[src/logic/icf_pkg.sv]
// Package with constants and types for the I2C command slave front end
package icf_pkg;

  // Slave address construction
  localparam logic [3:0] ICF_UPPER_BLANK = 4'hc; // Upper address bits of an unprogrammed part
  localparam int ICF_SYNC_STAGES = 2;

  // Strap decode levels: 0 ground, 1..6 resistor steps, 7 supply
  localparam logic [2:0] ICF_STRAP_GND = 3'h0;
  localparam logic [2:0] ICF_STRAP_VCC = 3'h7;

  // Instruction codes
  localparam logic [7:0] ICF_CMD_ID_READ = 8'h02;
  localparam logic [7:0] ICF_CMD_USER_MODE = 8'h05;
  localparam logic [7:0] ICF_CMD_CFG_NVM_READ = 8'h25;
  localparam logic [7:0] ICF_CMD_CFG_FIRST = 8'h31;
  localparam logic [7:0] ICF_CMD_CFG_LAST = 8'h35;
  localparam logic [7:0] ICF_CMD_TRIM_FIRST = 8'h41;
  localparam logic [7:0] ICF_CMD_TRIM_LAST = 8'h44;
  localparam logic [7:0] ICF_CMD_MEAS_WRITE = 8'h51;
  localparam logic [7:0] ICF_CMD_MEAS_READ = 8'h52;
  localparam logic [7:0] ICF_CMD_TAG_FIRST = 8'h61;
  localparam logic [7:0] ICF_CMD_TAG_LAST = 8'h65;
  localparam logic [7:0] ICF_CMD_FLOG_ERASE = 8'h71;
  localparam logic [7:0] ICF_CMD_FLOG_RSVD = 8'h72;
  localparam logic [7:0] ICF_CMD_FLOG_LAST = 8'h76;

  // Frame layout
  localparam logic [3:0] ICF_BIT_LAST = 4'h7; // Index of eighth data bit in a frame
  localparam logic [3:0] ICF_BIT_ACK = 4'h8;  // Ninth pulse carries the acknowledge
  localparam logic [3:0] ICF_BIT_PRE = 4'hf;  // Count after start; the clock fall that follows wraps it to zero

  // Instruction groups
  typedef enum logic [2:0] {
    ICF_GRP_NONE = 3'h0,
    ICF_GRP_STATUS = 3'h1,
    ICF_GRP_CONFIG = 3'h2,
    ICF_GRP_TRIM = 3'h3,
    ICF_GRP_MEAS = 3'h4,
    ICF_GRP_TAG = 3'h5,
    ICF_GRP_FLOG = 3'h6
  } icf_group_t;

  // Decoded instruction dispatched to the function groups
  typedef struct packed {
    icf_group_t group;
    logic [2:0] op;   // Offset of the code within its group; 7 for the config NVM read
    logic [7:0] code;
  } icf_cmd_t;

  // Write data byte with its position in the transaction
  typedef struct packed {
    logic [7:0] data;
    logic [7:0] index; // Data frame number after the instruction
  } icf_wbyte_t;

endpackage

[src/logic/icf_cmd_decode.sv]
// Instruction code decoder for the command front end
`timescale 1ns/1ps

module icf_cmd_decode
  import icf_pkg::*;
(
  // Code in
  input wire logic [7:0] code,
  // Decoded out
  output icf_cmd_t cmd
);

  // Range checks for each group
  wire in_status = (code >= ICF_CMD_ID_READ) && (code <= ICF_CMD_USER_MODE);
  wire in_cfg_nvm = (code == ICF_CMD_CFG_NVM_READ);
  wire in_cfg = (code >= ICF_CMD_CFG_FIRST) && (code <= ICF_CMD_CFG_LAST);
  wire in_trim = (code >= ICF_CMD_TRIM_FIRST) && (code <= ICF_CMD_TRIM_LAST);
  wire in_meas = (code == ICF_CMD_MEAS_WRITE) || (code == ICF_CMD_MEAS_READ);
  wire in_tag = (code >= ICF_CMD_TAG_FIRST) && (code <= ICF_CMD_TAG_LAST);
  wire in_flog = (code >= ICF_CMD_FLOG_ERASE) && (code <= ICF_CMD_FLOG_LAST)
    && (code != ICF_CMD_FLOG_RSVD);

  // Group select; op is the code's offset from the group base, except 7 for code 25
  assign cmd.code = code;
  assign cmd.group = in_status ? ICF_GRP_STATUS :
                     (in_cfg_nvm || in_cfg) ? ICF_GRP_CONFIG :
                     in_trim ? ICF_GRP_TRIM :
                     in_meas ? ICF_GRP_MEAS :
                     in_tag ? ICF_GRP_TAG :
                     in_flog ? ICF_GRP_FLOG : ICF_GRP_NONE;
  assign cmd.op = in_status ? 3'(code - ICF_CMD_ID_READ) :
                  in_cfg_nvm ? 3'h7 :
                  in_cfg ? 3'(code - ICF_CMD_CFG_FIRST) :
                  in_trim ? 3'(code - ICF_CMD_TRIM_FIRST) :
                  in_meas ? 3'(code - ICF_CMD_MEAS_WRITE) :
                  in_tag ? 3'(code - ICF_CMD_TAG_FIRST) :
                  in_flog ? 3'(code - ICF_CMD_FLOG_ERASE) : 3'h0;

endmodule // icf_cmd_decode

[src/logic/icf_slave.sv]
// I2C command slave front end: address match, framing and dispatch
`timescale 1ns/1ps

// Behaviour
// - Address is four stored bits plus strap bits
// - Strap ground 000, supply 111, resistors between
// - Blank part upper bits read 1100
// - Byte after address is the instruction
// - Nine-pulse frames, slave acks writes
// - Second frame instruction, later frames data
// - Repeated start, read address, device sends
// - Master acks reads; device sends while allowed
// - Codes 02-05 status and mode group
// - 25 and 31-35 configuration group
// - 41-44 trim setpoints one to four
// - 51 measurement write, 52 read
// - 61-65 user tag operations
// - 71,73-76 fault log; 72 reserved
module icf_slave
  import icf_pkg::*;
(
  // Clock, reset, enable
  input wire logic clk,
  input wire logic rst_n,
  input wire logic clk_en,
  // I2C pins
  input wire logic scl_in,
  input wire logic sda_in,
  output logic sda_out,
  output logic sda_oe,
  // Address setup
  input wire logic [3:0] upper_addr_cfg,
  input wire logic upper_addr_valid,
  input wire logic [2:0] strap_level,
  // Command dispatch
  output icf_cmd_t cmd,
  output logic cmd_valid,
  output logic cmd_is_read,
  output icf_wbyte_t wbyte,
  output logic wbyte_valid,
  // Read data source
  input wire logic [7:0] rdata,
  input wire logic rdata_more,
  output logic rdata_take,
  // Status
  output logic busy,
  output logic stop_seen,
  output logic [6:0] slave_addr
);

  typedef enum logic [2:0] {
    ICF_ST_IDLE = 3'b000,
    ICF_ST_ADDR = 3'b001,
    ICF_ST_CODE = 3'b011,
    ICF_ST_WDATA = 3'b010,
    ICF_ST_RDATA = 3'b110,
    ICF_ST_IGNORE = 3'b111
  } icf_state_t;

  icf_state_t state;
  icf_state_t next_state;
  logic [1:0] scl_sync;
  logic [1:0] sda_sync;
  logic scl_d;
  logic sda_d;
  logic [3:0] bit_cnt;
  logic [7:0] shift;
  logic [7:0] tx;
  logic [7:0] data_idx;
  logic acking;
  logic master_nack;
  logic [2:0] strap_lsb;
  logic [6:0] next_slave_addr;
  icf_cmd_t dec_cmd;

  // Two-flop synchronisers on the bus pins
  always_ff @(posedge clk)
  begin
    if (!rst_n)
    begin
      scl_sync <= 2'h3;
      sda_sync <= 2'h3;
    end
    else if (clk_en)
    begin
      scl_sync <= {scl_sync[0], scl_in};
      sda_sync <= {sda_sync[0], sda_in};
    end
  end

  // Delayed copies for edge detection, fed only by the second stage
  always_ff @(posedge clk)
  begin
    if (!rst_n)
    begin
      scl_d <= 1'b1;
      sda_d <= 1'b1;
    end
    else if (clk_en)
    begin
      scl_d <= scl_sync[1];
      sda_d <= sda_sync[1];
    end
  end

  // Bus condition detection
  wire scl_s = scl_d;
  wire sda_s = sda_d;
  wire scl_rise = ~scl_d & scl_sync[1];
  wire scl_fall = scl_d & ~scl_sync[1];
  wire start_cond = scl_s & scl_sync[1] & sda_s & ~sda_sync[1];
  wire stop_cond = scl_s & scl_sync[1] & ~sda_s & sda_sync[1];
  wire data_bit = (bit_cnt <= ICF_BIT_LAST);
  wire byte_done = scl_fall && (bit_cnt == ICF_BIT_LAST);
  wire frame_done = scl_fall && (bit_cnt == ICF_BIT_ACK);
  wire [7:0] rx_byte = shift;

  // Strap level to lower address bits; level equals unit number
  assign strap_lsb = (strap_level == ICF_STRAP_GND) ? ICF_STRAP_GND :
                     (strap_level == ICF_STRAP_VCC) ? ICF_STRAP_VCC : strap_level;
  assign next_slave_addr = {(upper_addr_valid ? upper_addr_cfg : ICF_UPPER_BLANK), strap_lsb};

  // Resolved address register
  always_ff @(posedge clk)
  begin
    if (!rst_n)
      slave_addr <= 7'h00;
    else if (clk_en)
      slave_addr <= next_slave_addr;
  end

  // Address compare on the first frame
  wire addr_hit = (rx_byte[7:1] == slave_addr);
  wire addr_rd = rx_byte[0];

  icf_cmd_decode u_decode
  (
    .code(rx_byte),
    .cmd(dec_cmd)
  );

  // Transaction state machine
  always_comb
  begin
    next_state = state;
    unique case (state)
      ICF_ST_IDLE: next_state = state;
      ICF_ST_ADDR:
        if (frame_done)
          next_state = !addr_hit ? ICF_ST_IGNORE :
                       addr_rd ? ICF_ST_RDATA : ICF_ST_CODE;
      ICF_ST_CODE:
        if (frame_done)
          next_state = ICF_ST_WDATA;
      ICF_ST_WDATA: next_state = state;
      ICF_ST_RDATA:
        if (frame_done && master_nack)
          next_state = ICF_ST_IGNORE;
      ICF_ST_IGNORE: next_state = state;
      default: next_state = ICF_ST_IDLE;
    endcase
    if (start_cond)
      next_state = ICF_ST_ADDR;
    else if (stop_cond)
      next_state = ICF_ST_IDLE;
  end

  // State and bit counter
  always_ff @(posedge clk)
  begin
    if (!rst_n)
    begin
      state <= ICF_ST_IDLE;
      bit_cnt <= 4'h0;
    end
    else if (clk_en)
    begin
      state <= next_state;
      if (start_cond)
        bit_cnt <= ICF_BIT_PRE; // Clock fall after start is not a data bit
      else if (frame_done)
        bit_cnt <= 4'h0;
      else if (scl_fall)
        bit_cnt <= bit_cnt + 4'h1;
    end
  end

  // Receive shifter, sampled on rising clock during data bits
  always_ff @(posedge clk)
  begin
    if (!rst_n)
      shift <= 8'h00;
    else if (clk_en && scl_rise && data_bit)
      shift <= {shift[6:0], sda_s};
  end

  // Master acknowledge sampled on the ninth pulse of every frame; only read frames use it
  always_ff @(posedge clk)
  begin
    if (!rst_n)
      master_nack <= 1'b0;
    else if (clk_en && scl_rise && (bit_cnt == ICF_BIT_ACK))
      master_nack <= sda_s;
  end

  // Acknowledge drive: address hit, code and write data frames only
  always_ff @(posedge clk)
  begin
    if (!rst_n)
      acking <= 1'b0;
    else if (clk_en)
    begin
      if (start_cond || stop_cond || frame_done)
        acking <= 1'b0;
      else if (byte_done)
        acking <= (state == ICF_ST_ADDR) ? addr_hit :
                  (state == ICF_ST_CODE) || (state == ICF_ST_WDATA);
    end
  end

  // Transmit byte: loaded after address ack and after each acked read frame while rdata_more is high
  wire load_tx = (frame_done && (state == ICF_ST_ADDR) && (next_state == ICF_ST_RDATA)) ||
                 (frame_done && (state == ICF_ST_RDATA) && !master_nack && rdata_more);
  wire ack_read_frame = (state == ICF_ST_RDATA) && !rdata_more;
  always_ff @(posedge clk)
  begin
    if (!rst_n)
      tx <= 8'hff;
    else if (clk_en)
    begin
      if (load_tx)
        tx <= rdata;
      else if (ack_read_frame && frame_done)
        tx <= 8'hff; // Nothing left: release line
      else if (scl_fall && (state == ICF_ST_RDATA) && data_bit)
        tx <= {tx[6:0], 1'b1};
    end
  end

  // Address frame ack keeps state ADDR until frame ends; tracked via acking
  wire addr_frame_read = (state == ICF_ST_RDATA) && (bit_cnt == 4'h0) && acking;

  // Write byte index and dispatch pulses
  always_ff @(posedge clk)
  begin
    if (!rst_n)
    begin
      data_idx <= 8'h00;
      cmd <= '0;
      cmd_valid <= 1'b0;
      cmd_is_read <= 1'b0;
      wbyte <= '0;
      wbyte_valid <= 1'b0;
      rdata_take <= 1'b0;
      stop_seen <= 1'b0;
    end
    else if (clk_en)
    begin
      cmd_valid <= 1'b0;
      wbyte_valid <= 1'b0;
      rdata_take <= load_tx;
      stop_seen <= stop_cond && (state != ICF_ST_IDLE) && (state != ICF_ST_IGNORE);
      if (byte_done && (state == ICF_ST_CODE))
      begin
        cmd <= dec_cmd;
        cmd_valid <= 1'b1;
        cmd_is_read <= 1'b0;
        data_idx <= 8'h00;
      end
      else if (byte_done && (state == ICF_ST_WDATA))
      begin
        wbyte <= '{data: rx_byte, index: data_idx};
        wbyte_valid <= 1'b1;
        data_idx <= data_idx + 8'h01;
      end
      else if (byte_done && (state == ICF_ST_ADDR) && addr_hit && addr_rd)
        cmd_is_read <= 1'b1;
    end
  end

  // Pin drive: ack low, or read data bits; high means release
  wire drive_rd = (state == ICF_ST_RDATA) && data_bit && !addr_frame_read && !tx[7];
  assign sda_out = 1'b0;
  assign sda_oe = acking || drive_rd;
  assign busy = (state != ICF_ST_IDLE) && (state != ICF_ST_IGNORE);

endmodule // icf_slave

[config.mk]
export PLATFORM = sky130hd
export DESIGN_NAME = icf_slave
export DESIGN_NICKNAME = d
export VERILOG_FILES = /design/src/logic/icf_pkg.sv /design/src/logic/icf_cmd_decode.sv /design/src/logic/icf_slave.sv
export SDC_FILE = /design/constraint.sdc
export NUM_CORES = 1
export LEC_CHECK = 0
export BUFFER_PORTS_ARGS = -buffer_cell sky130_fd_sc_hd__buf_4
export CAP_MARGIN = 20
export CORE_ASPECT_RATIO = 0.8
export CORE_MARGIN = 2
export CORE_UTILIZATION = 35
export CTS_CLUSTER_DIAMETER = 30
export DETAILED_ROUTE_END_ITERATION = 6
export GPL_ROUTABILITY_DRIVEN = 0
export SLEW_MARGIN = 20
export SYNTH_ARGS = -nofsm -noshare
export SYNTH_HDL_FRONTEND = slang
export SYNTH_SLANG_ARGS = --single-unit
export TNS_END_PERCENT = 20
[constraint.sdc]
create_clock -name clk -period 3.95 [get_ports clk]
set_input_delay 0.395 -clock clk [delete_from_list [all_inputs] [get_ports clk]]
set_output_delay 0.395 -clock clk [all_outputs]
set_load 0.03 [all_outputs]
==> results of run 1 <==
-- layout make-up --
cell class	count	area [um2]	share of cell area [%]
Inverter	12	45.0	0.950
Clock buffer	10	239	5.04
Sequential cell	81	1620	34.2
Multi-Input combinational cell	354	2110	44.4
Clock inverter	4	45.0	0.950
Tap cell	144	180	3.80
Timing Repair Buffer	67	503	10.6
-- logic make-up (layout without fill, tap and decap cells) --
group                      count (synthesis)  count (layout)  share of synthesized area, %
AOI/OAI and AO/OA                        122             122                          19.0
xor gates and xnor gates                   8               8                          1.96
adders and majority gates                  8               8                          2.53
buffers and inverters                     47              93                          5.67
DFF                                       81              81                          41.0
muxes                                     16              16                          4.08
other                                      1               1                        0.0949
and+or+nand+nor                          199             199                          25.7
-- registers in the layout, indices dropped and copies added (netlist names) --
| name | cells |
|---|---|
| wbyte | 16 |
| cmd | 14 |
| data_idx | 8 |
| rx_byte | 8 |
| tx | 8 |
| slave_addr | 7 |
| bit_cnt | 4 |
| state | 3 |
| scl_sync | 2 |
| sda_sync | 2 |
| acking | 1 |
| cmd_is_read | 1 |
| cmd_valid | 1 |
| master_nack | 1 |
| rdata_take | 1 |
| scl_d | 1 |
| sda_d | 1 |
| stop_seen | 1 |
| wbyte_valid | 1 |
-- through the flow --
step | hold slack [ns] | power [uW] | cells | utilization (%) | setup WS, ns
global route | 0.279 | 1820 | 672 | 43.4 | 1.36
global placement | 0.448 | 963 | 658 | 40.8 | 1.39
detailed placement | 0.450 | 964 | 658 | 40.8 | 1.33
CTS | 0.265 | 1770 | 672 | 43.4 | 1.48
finish | 0.272 | 1750 | 672 | 43.4 | 1.49
floorplan | 0.441 | 922 | 482 | - | 1.83
-- worst max-delay path, cell delays in order (launching register included) --
cell and delay [ns]:
sky130_fd_sc_hd__dfxtp_1 0.69, sky130_fd_sc_hd__xnor2_1 0.21, sky130_fd_sc_hd__nand4_1 0.18, sky130_fd_sc_hd__or4b_1 0.72, sky130_fd_sc_hd__and2_4 0.27, sky130_fd_sc_hd__o311ai_1 0.28
-- worst max-delay path by stage --
stage               startpoint       end  slack, ns  cells after the start
floorplan           rx_byte[0]   cmd[10]       1.83                      8
global placement        clk_en  wbyte[8]       1.39                      7
detailed placement      clk_en  wbyte[8]       1.33                      7
CTS                 rx_byte[2]     tx[4]       1.48                      5
global route        rx_byte[2]     tx[6]       1.36                      5
finish              rx_byte[2]     tx[1]       1.49                      5
-- per-layer routing --
layer	share of wire [%]	wire length [um]	up-vias
li1	-	-	1782
met1	48	4880	1637
met2	46	4700	79
met3	5.1	518	7
met4	0.67	68	0
met5	0	0	-
-- report_power, final --
part           switching, uW  internal (uW)
Sequential              13.0            827
Combinational           62.8           42.8
Clock                    313            496
Total                    389           1370
-- placed cells by master, fill, tap and decap left out, types with 5 or more instances in the layout --
cell type	synthesis	final
sky130_fd_sc_hd__a21oi_1	59	59
sky130_fd_sc_hd__a31oi_1	5	5
sky130_fd_sc_hd__and2_1	5	5
sky130_fd_sc_hd__buf_4	1	67
sky130_fd_sc_hd__clkbuf_16	0	9
sky130_fd_sc_hd__dfxtp_1	81	81
sky130_fd_sc_hd__ha_1	8	8
sky130_fd_sc_hd__inv_1	11	11
sky130_fd_sc_hd__mux2i_1	15	15
sky130_fd_sc_hd__nand2_1	73	73
sky130_fd_sc_hd__nand2b_1	11	11
sky130_fd_sc_hd__nand3_1	16	16
sky130_fd_sc_hd__nor2_1	38	38
sky130_fd_sc_hd__nor2b_1	6	6
sky130_fd_sc_hd__nor3_1	11	11
sky130_fd_sc_hd__nor3b_1	10	10
sky130_fd_sc_hd__o21ai_0	20	20
sky130_fd_sc_hd__o311ai_1	7	7
sky130_fd_sc_hd__xnor2_1	7	7
==> metrics.sh, run 1 <==
OUTCOME='complete, no violations'
P_LEAK_uW=0.00184
MET1_USAGE_PCT=24.4
SYNTH_NETS=512
FINALSETUPTNS_NS=0
WORSTSETUPENDPOINTTYPE='flop'
GRT_BUSIEST_LAYER='met2'
DRT_ITER0_DRC=218
SYNTHTOPCELLSBYCOUNT='sky130_fd_sc_hd__dfxtp_1 (81), sky130_fd_sc_hd__nand2_1 (73), sky130_fd_sc_hd__a21oi_1 (59)'
GR-USAGE-MET2_PCT=26.6
NETLIST_TOP_CELLS_AREA='sky130_fd_sc_hd__dfxtp_1 (41%), sky130_fd_sc_hd__a21oi_1 (7.5%), sky130_fd_sc_hd__nand2_1 (6.9%)'
CRITPATHLAUNCHTYPE='flop'
GROUTE.LAYER.MET3.USAGE_PCT=5.44
CTS-ROOT-BUF='sky130_fd_sc_hd__clkbuf_16'
NUMCLOCKSINKS=81
POST_CTS_RESIZE_COUNT=0
ROW_COUNT=34
SYNTH_WARNINGS=0
AREA_GROWTH_PCT=19.9
ANTENNADIODECOUNT=0
FINAL_ANTENNA_NET_COUNT=0
R2R_END='tx[1]'
DP_HPWL_UM=7300
GLOBAL_ROUTE_WIRE_LENGTH_BEFORE_REPAIR_UM=16700
DRIVE_ABOVE_1_SHARE_PCT=18.0
START_UTIL_PCT=36.2
WORST_CLOCK_SKEW_NS=0.00878
VIASPERCELL=5.22
FINAL_PERIOD_MINUS_WORST_SETUP_SLACK_NS=2.46
POST_SYNTH_INST_COUNT=482
WORSTMARGINPINSLEW_NS=0.907
CTS_BUFFER_DEPTH=2
MAX_CLOCK_FREQ_GHz=0.407
GRT_PASS1_VIAS=3332
NUMBER_OF_CELLS_ON_THE_WORST_HOLD_PATH=3
TIMING.FINAL.HOLD_VIOLATIONS=0
SYNTH_FLOP_TYPE='sky130_fd_sc_hd__dfxtp_1'
TRITONCTS.NUM_BUFFERS=9
IO-PIN-COUNT=67
TIMING.HOLD.WORST_ENDPOINT='sda_sync[0]'
AVGROUTEDWIREPERCELL_UM=15.1
REMAINING_DRC_ERRORS=0
WORSTHOLDSTART='sda_in'
CLK-INSERTION-DELAY-LATE_NS=0.34
POSTCTSHOLDBUFS=0
REG2REG_SLACK_NS=1.49
R2R_START='rx_byte[2]'
ENDPOINT_REQUIRED_TIME_ON_THE_CRITICAL_PATH_NS=4.18
INITIAL_ANTENNA_VIOLATION_COUNT=0
POST_SYNTHESIS_REGISTER_BIT_COUNT=81
POST_CTS.REPAIR.SETUP_BUFFERS=0
POWER.IR.VDD_WORST_mV=0.200
HTREE_LEVELS=3
GRT_USE_TOTAL_PCT=17.5
DPL-INSTANCE-AREA_MM2=0.00446
PATH_MAX_FANOUT=17
NUM-NETS-FINAL=555
SYN_AVG_CELL_AREA_UM2=8.20
MAX-CAP-VIOLATIONS=0
FLOORPLAN_CORE_AREA_MM2=0.0109
TRITONCTS='done'
OVERFLOW_LEFT_AFTER_GLOBAL_ROUTING=0
YOSYSSEQAREASHARE_PCT=41.0
POST_SYNTH_NUM_CELL_TYPES=64
REG2REGPATHDEPTH=5
DIEHEIGHT_UM=99.1
FINAL_AREA_MM2=0.00474
FINALCRITPERIODSHARE_PCT=62.2
SYNTHDOMINANTCELLAREASHARE_PCT=41.0
PORT_BUFFERS=65
GRT_SETUP_UNREPAIRED='false'
TIMING_WORST_SETUP_PATH_TYPE='reg -> reg'
WORSTPATHARRIVAL_NS=2.69
FP.DIEW_UM=123
DIE_AREA_MM2=0.0122
PATH_CLK_SLEW_NS=0.06
HOLDCRITPATHCLASS='in -> reg'
WL_UM=10200
POWER_DENSITY_mW_PER_MM2=370
VIAS=3505
POSTSYNTH.ASYNCRESETSHARE_PCT=0
FILLER_CELL_COUNT=1105
SYNTHDOMINANTAREACELLTYPE='sky130_fd_sc_hd__dfxtp_1'
RELSLEWSLACK_PCT=39.3
SYNTH_ENABLE_FLOP_CELLS=0
MOST_INSTANTIATED_LIBRARY_CELL_AFTER_SYNTHESIS='sky130_fd_sc_hd__dfxtp_1'
DETAIL_ROUTE.FIRST_PASS.ITERATIONS=4
FINAL-SETUP-VIOL-COUNT=0
LARGEST_NET_DEGREE_AT_THE_START_OF_GLOBAL_ROUTING=61
SYNTH.CELL_AREA_MM2=0.00395
FINALMAXSLEWVIOLATIONS=0
(Power assumes the default switching activity.)
==> inputs of run 2 (changes only) <==
==> constraint.sdc (replaced) <==
create_clock -name clk -period 2.1 [get_ports clk]
set_input_delay 0.21 -clock clk [delete_from_list [all_inputs] [get_ports clk]]
set_output_delay 0.21 -clock clk [all_outputs]
set_load 0.03 [all_outputs]
==> run 2 against run 1 <==
Total power up 98%. Sequential power is 88% higher. Largest cell class unchanged. Highest routed layer unchanged. Clock power is 110% higher. Sequential cell count unchanged. Combinational power rose by 110%. Final area rose by 6.5%. Sequential share of layout area down 2.1 points. Largest power group is now the clock network.
==> metrics.sh, run 2 (synthesized netlist as in run 1, its figures left out) <==
LARGEST-REGISTER='wbyte'
ENDPOINT_REQUIRED_TIME_ON_THE_CRITICAL_PATH_NS=2.34
MAX_STAGE_DELAY_NS=0.48
TRITONCTS='done'
DRIVE_ABOVE_1_SHARE_PCT=23.9
FILLER_CELL_COUNT=1117
OVERFLOW_LEFT_AFTER_GLOBAL_ROUTING=0
VIAS=3683
MULTI_INPUT_AREA_MM2=0.00216
FP.DIEW_UM=123
DP_HPWL_UM=7430
PATH_MAX_FANOUT=7
POWER_DENSITY_mW_PER_MM2=688
OUTCOME='complete, no violations'
CTS-ROOT-BUF='sky130_fd_sc_hd__clkbuf_16'
GLOBAL_ROUTE_WIRE_LENGTH_BEFORE_REPAIR_UM=17000
FINAL-SETUP-VIOL-COUNT=0
CLK-INSERTION-DELAY-LATE_NS=0.34
R2R_START='bit_cnt[0]'
MOST_COMMON_CELL_AFTER_LAYOUT_FILL_AND_TAPS_ASIDE='sky130_fd_sc_hd__buf_4'
TIMING.FINAL.HOLD_VIOLATIONS=0
VIASPERCELL=5.25
IO-PIN-COUNT=67
PORT_BUFFERS=65
FINALCRITPERIODSHARE_PCT=97.4
DETAIL_ROUTE.FIRST_PASS.ITERATIONS=4
POWER.IR.VDD_WORST_mV=0.466
CRIT_CHAIN='inv_1 -> ha_2 -> and3b_1 -> a21oi_1 -> or3b_2 -> and2_4 -> o311ai_2'
FINAL_PERIOD_MINUS_WORST_SETUP_SLACK_NS=2.05
START_UTIL_PCT=36.2
ANTENNADIODECOUNT=0
WORST_CLOCK_SKEW_NS=0.00672
P_LEAK_uW=0.00200
WL_UM=10600
CRITPATHLAUNCHTYPE='flop'
INITIAL_ANTENNA_VIOLATION_COUNT=0
LARGEST_NET_DEGREE_AT_THE_START_OF_GLOBAL_ROUTING=55
FLOORPLAN_CORE_AREA_MM2=0.0109
UTILIZATION_PCT=46.2
AREA_GROWTH_PCT=27.7
WORSTPATHARRIVAL_NS=2.28
MAX_CLOCK_FREQ_GHz=0.489
REMAINING_DRC_ERRORS=0
GRT_PASS1_VIAS=3426
CTS_BUFFER_DEPTH=2
AVGROUTEDWIREPERCELL_UM=15.1
HOLD_WS_NS=0.0968
FINALMAXSLEWVIOLATIONS=0
NUMCLOCKSINKS=81
REGISTERS_WITH_THE_MOST_FLIP_FLOPS='wbyte x16, cmd x14'
MAX-CAP-VIOLATIONS=0
DIEHEIGHT_UM=99.1
WORSTHOLDSTART='scl_in'
PATH_CLK_SLEW_NS=0.06
PRECTSSETUPSLACK_NS=0.00636
TRITONCTS.NUM_BUFFERS=9
DIE_AREA_MM2=0.0122
HOLDCRITPATHCLASS='in -> reg'
FF_LATCH_AREA_MM2=0.00162
TIMING_WORST_SETUP_PATH_TYPE='reg -> reg'
CP_SLOWEST_CELL='sky130_fd_sc_hd__or3b_2'
MOST_FREQUENT_CELLS_IN_THE_LAYOUT='sky130_fd_sc_hd__buf_4 (94), sky130_fd_sc_hd__dfxtp_1 (80), sky130_fd_sc_hd__nand2_1 (73)'
NUM-NETS-FINAL=583
ROW_COUNT=34
GRT_USE_TOTAL_PCT=17.7
HTREE_LEVELS=3
WORSTSETUPENDPOINTTYPE='flop'
DRT_ITER0_DRC=194
LARGEST_REG_FLOPS=16
STARTPOINT_OF_THE_MOST_CRITICAL_SETUP_PATH='bit_cnt[0]'
FINAL.SETUP.WORST_SLACK_NS=0.0546
POWER_uW=3470
GRT_SETUP_UNREPAIRED='true'
FINAL_ANTENNA_NET_COUNT=0
-- run 2: per-layer routing --
metal / GRT usage (%) / up-vias / routed length [um]
met5: 0 / - / 0
met4: 3.98 / 0 / 102
met3: 5.09 / 9 / 551
met2: 27.5 / 83 / 4840
met1: 24.3 / 1755 / 5080
li1: - / 1836 / -
-- run 2: power by group --
group          internal (uW)  leakage [uW]  switching [uW]  total (uW)
logic                   95.1       0.00119             130         225
clock network           1070      0.000153             605        1670
registers               1560      0.000656            20.9        1580
-- run 2: metrics by stage --
| step | cell area (um2) | std cells | TNS (ns) |
|---|---|---|---|
| final | 5050 | 701 | 0 |
| after global routing | 5050 | 701 | -0.0737 |
| after CTS | 4980 | 700 | 0 |
| after detailed placement | 4670 | 685 | 0 |
| after global placement | 4670 | 685 | 0 |
| after floorplan | 3950 | 482 | 0 |
-- run 2: repair_timing --
| item | 4_1_cts | 5_1_grt |
|---|---|---|
| resized for setup | 0 | 13 |
| endpoints found under the setup margin | 0 | 13 |
| hold buffers | 0 | 0 |
| buffers inserted | 0 | 1 |
-- run 2: final cells by class --
type,count,area share (%)
multi-input cells,354,42.8
flip-flops and latches,81,32.1
well taps,144,3.57
clock inverters,3,1.29
repair buffers,95,14.4
clock buffers,12,4.88
inverters,12,0.892
-- run 2: critical path: cells and delay by family, from the launching register on --
family | cells | cell delay (ns)
AND/OR/NAND/NOR | 3 | 0.94
AO/OA/AOI/OAI | 2 | 0.40
flip-flops | 1 | 0.34
adder cells (fa/ha/maj) | 1 | 0.19
buffers and inverters | 1 | 0.07
-- run 2: final timing paths --
kind | endpoint | slack, ns | cells after the start
setup / recovery | tx[2] | 0.05 | 7
hold / removal | scl_sync[0] | 0.1 | 3
setup reg to reg | tx[2] | 0.05 | 7
hold reg to reg | wbyte[0] | 0.46 | 2
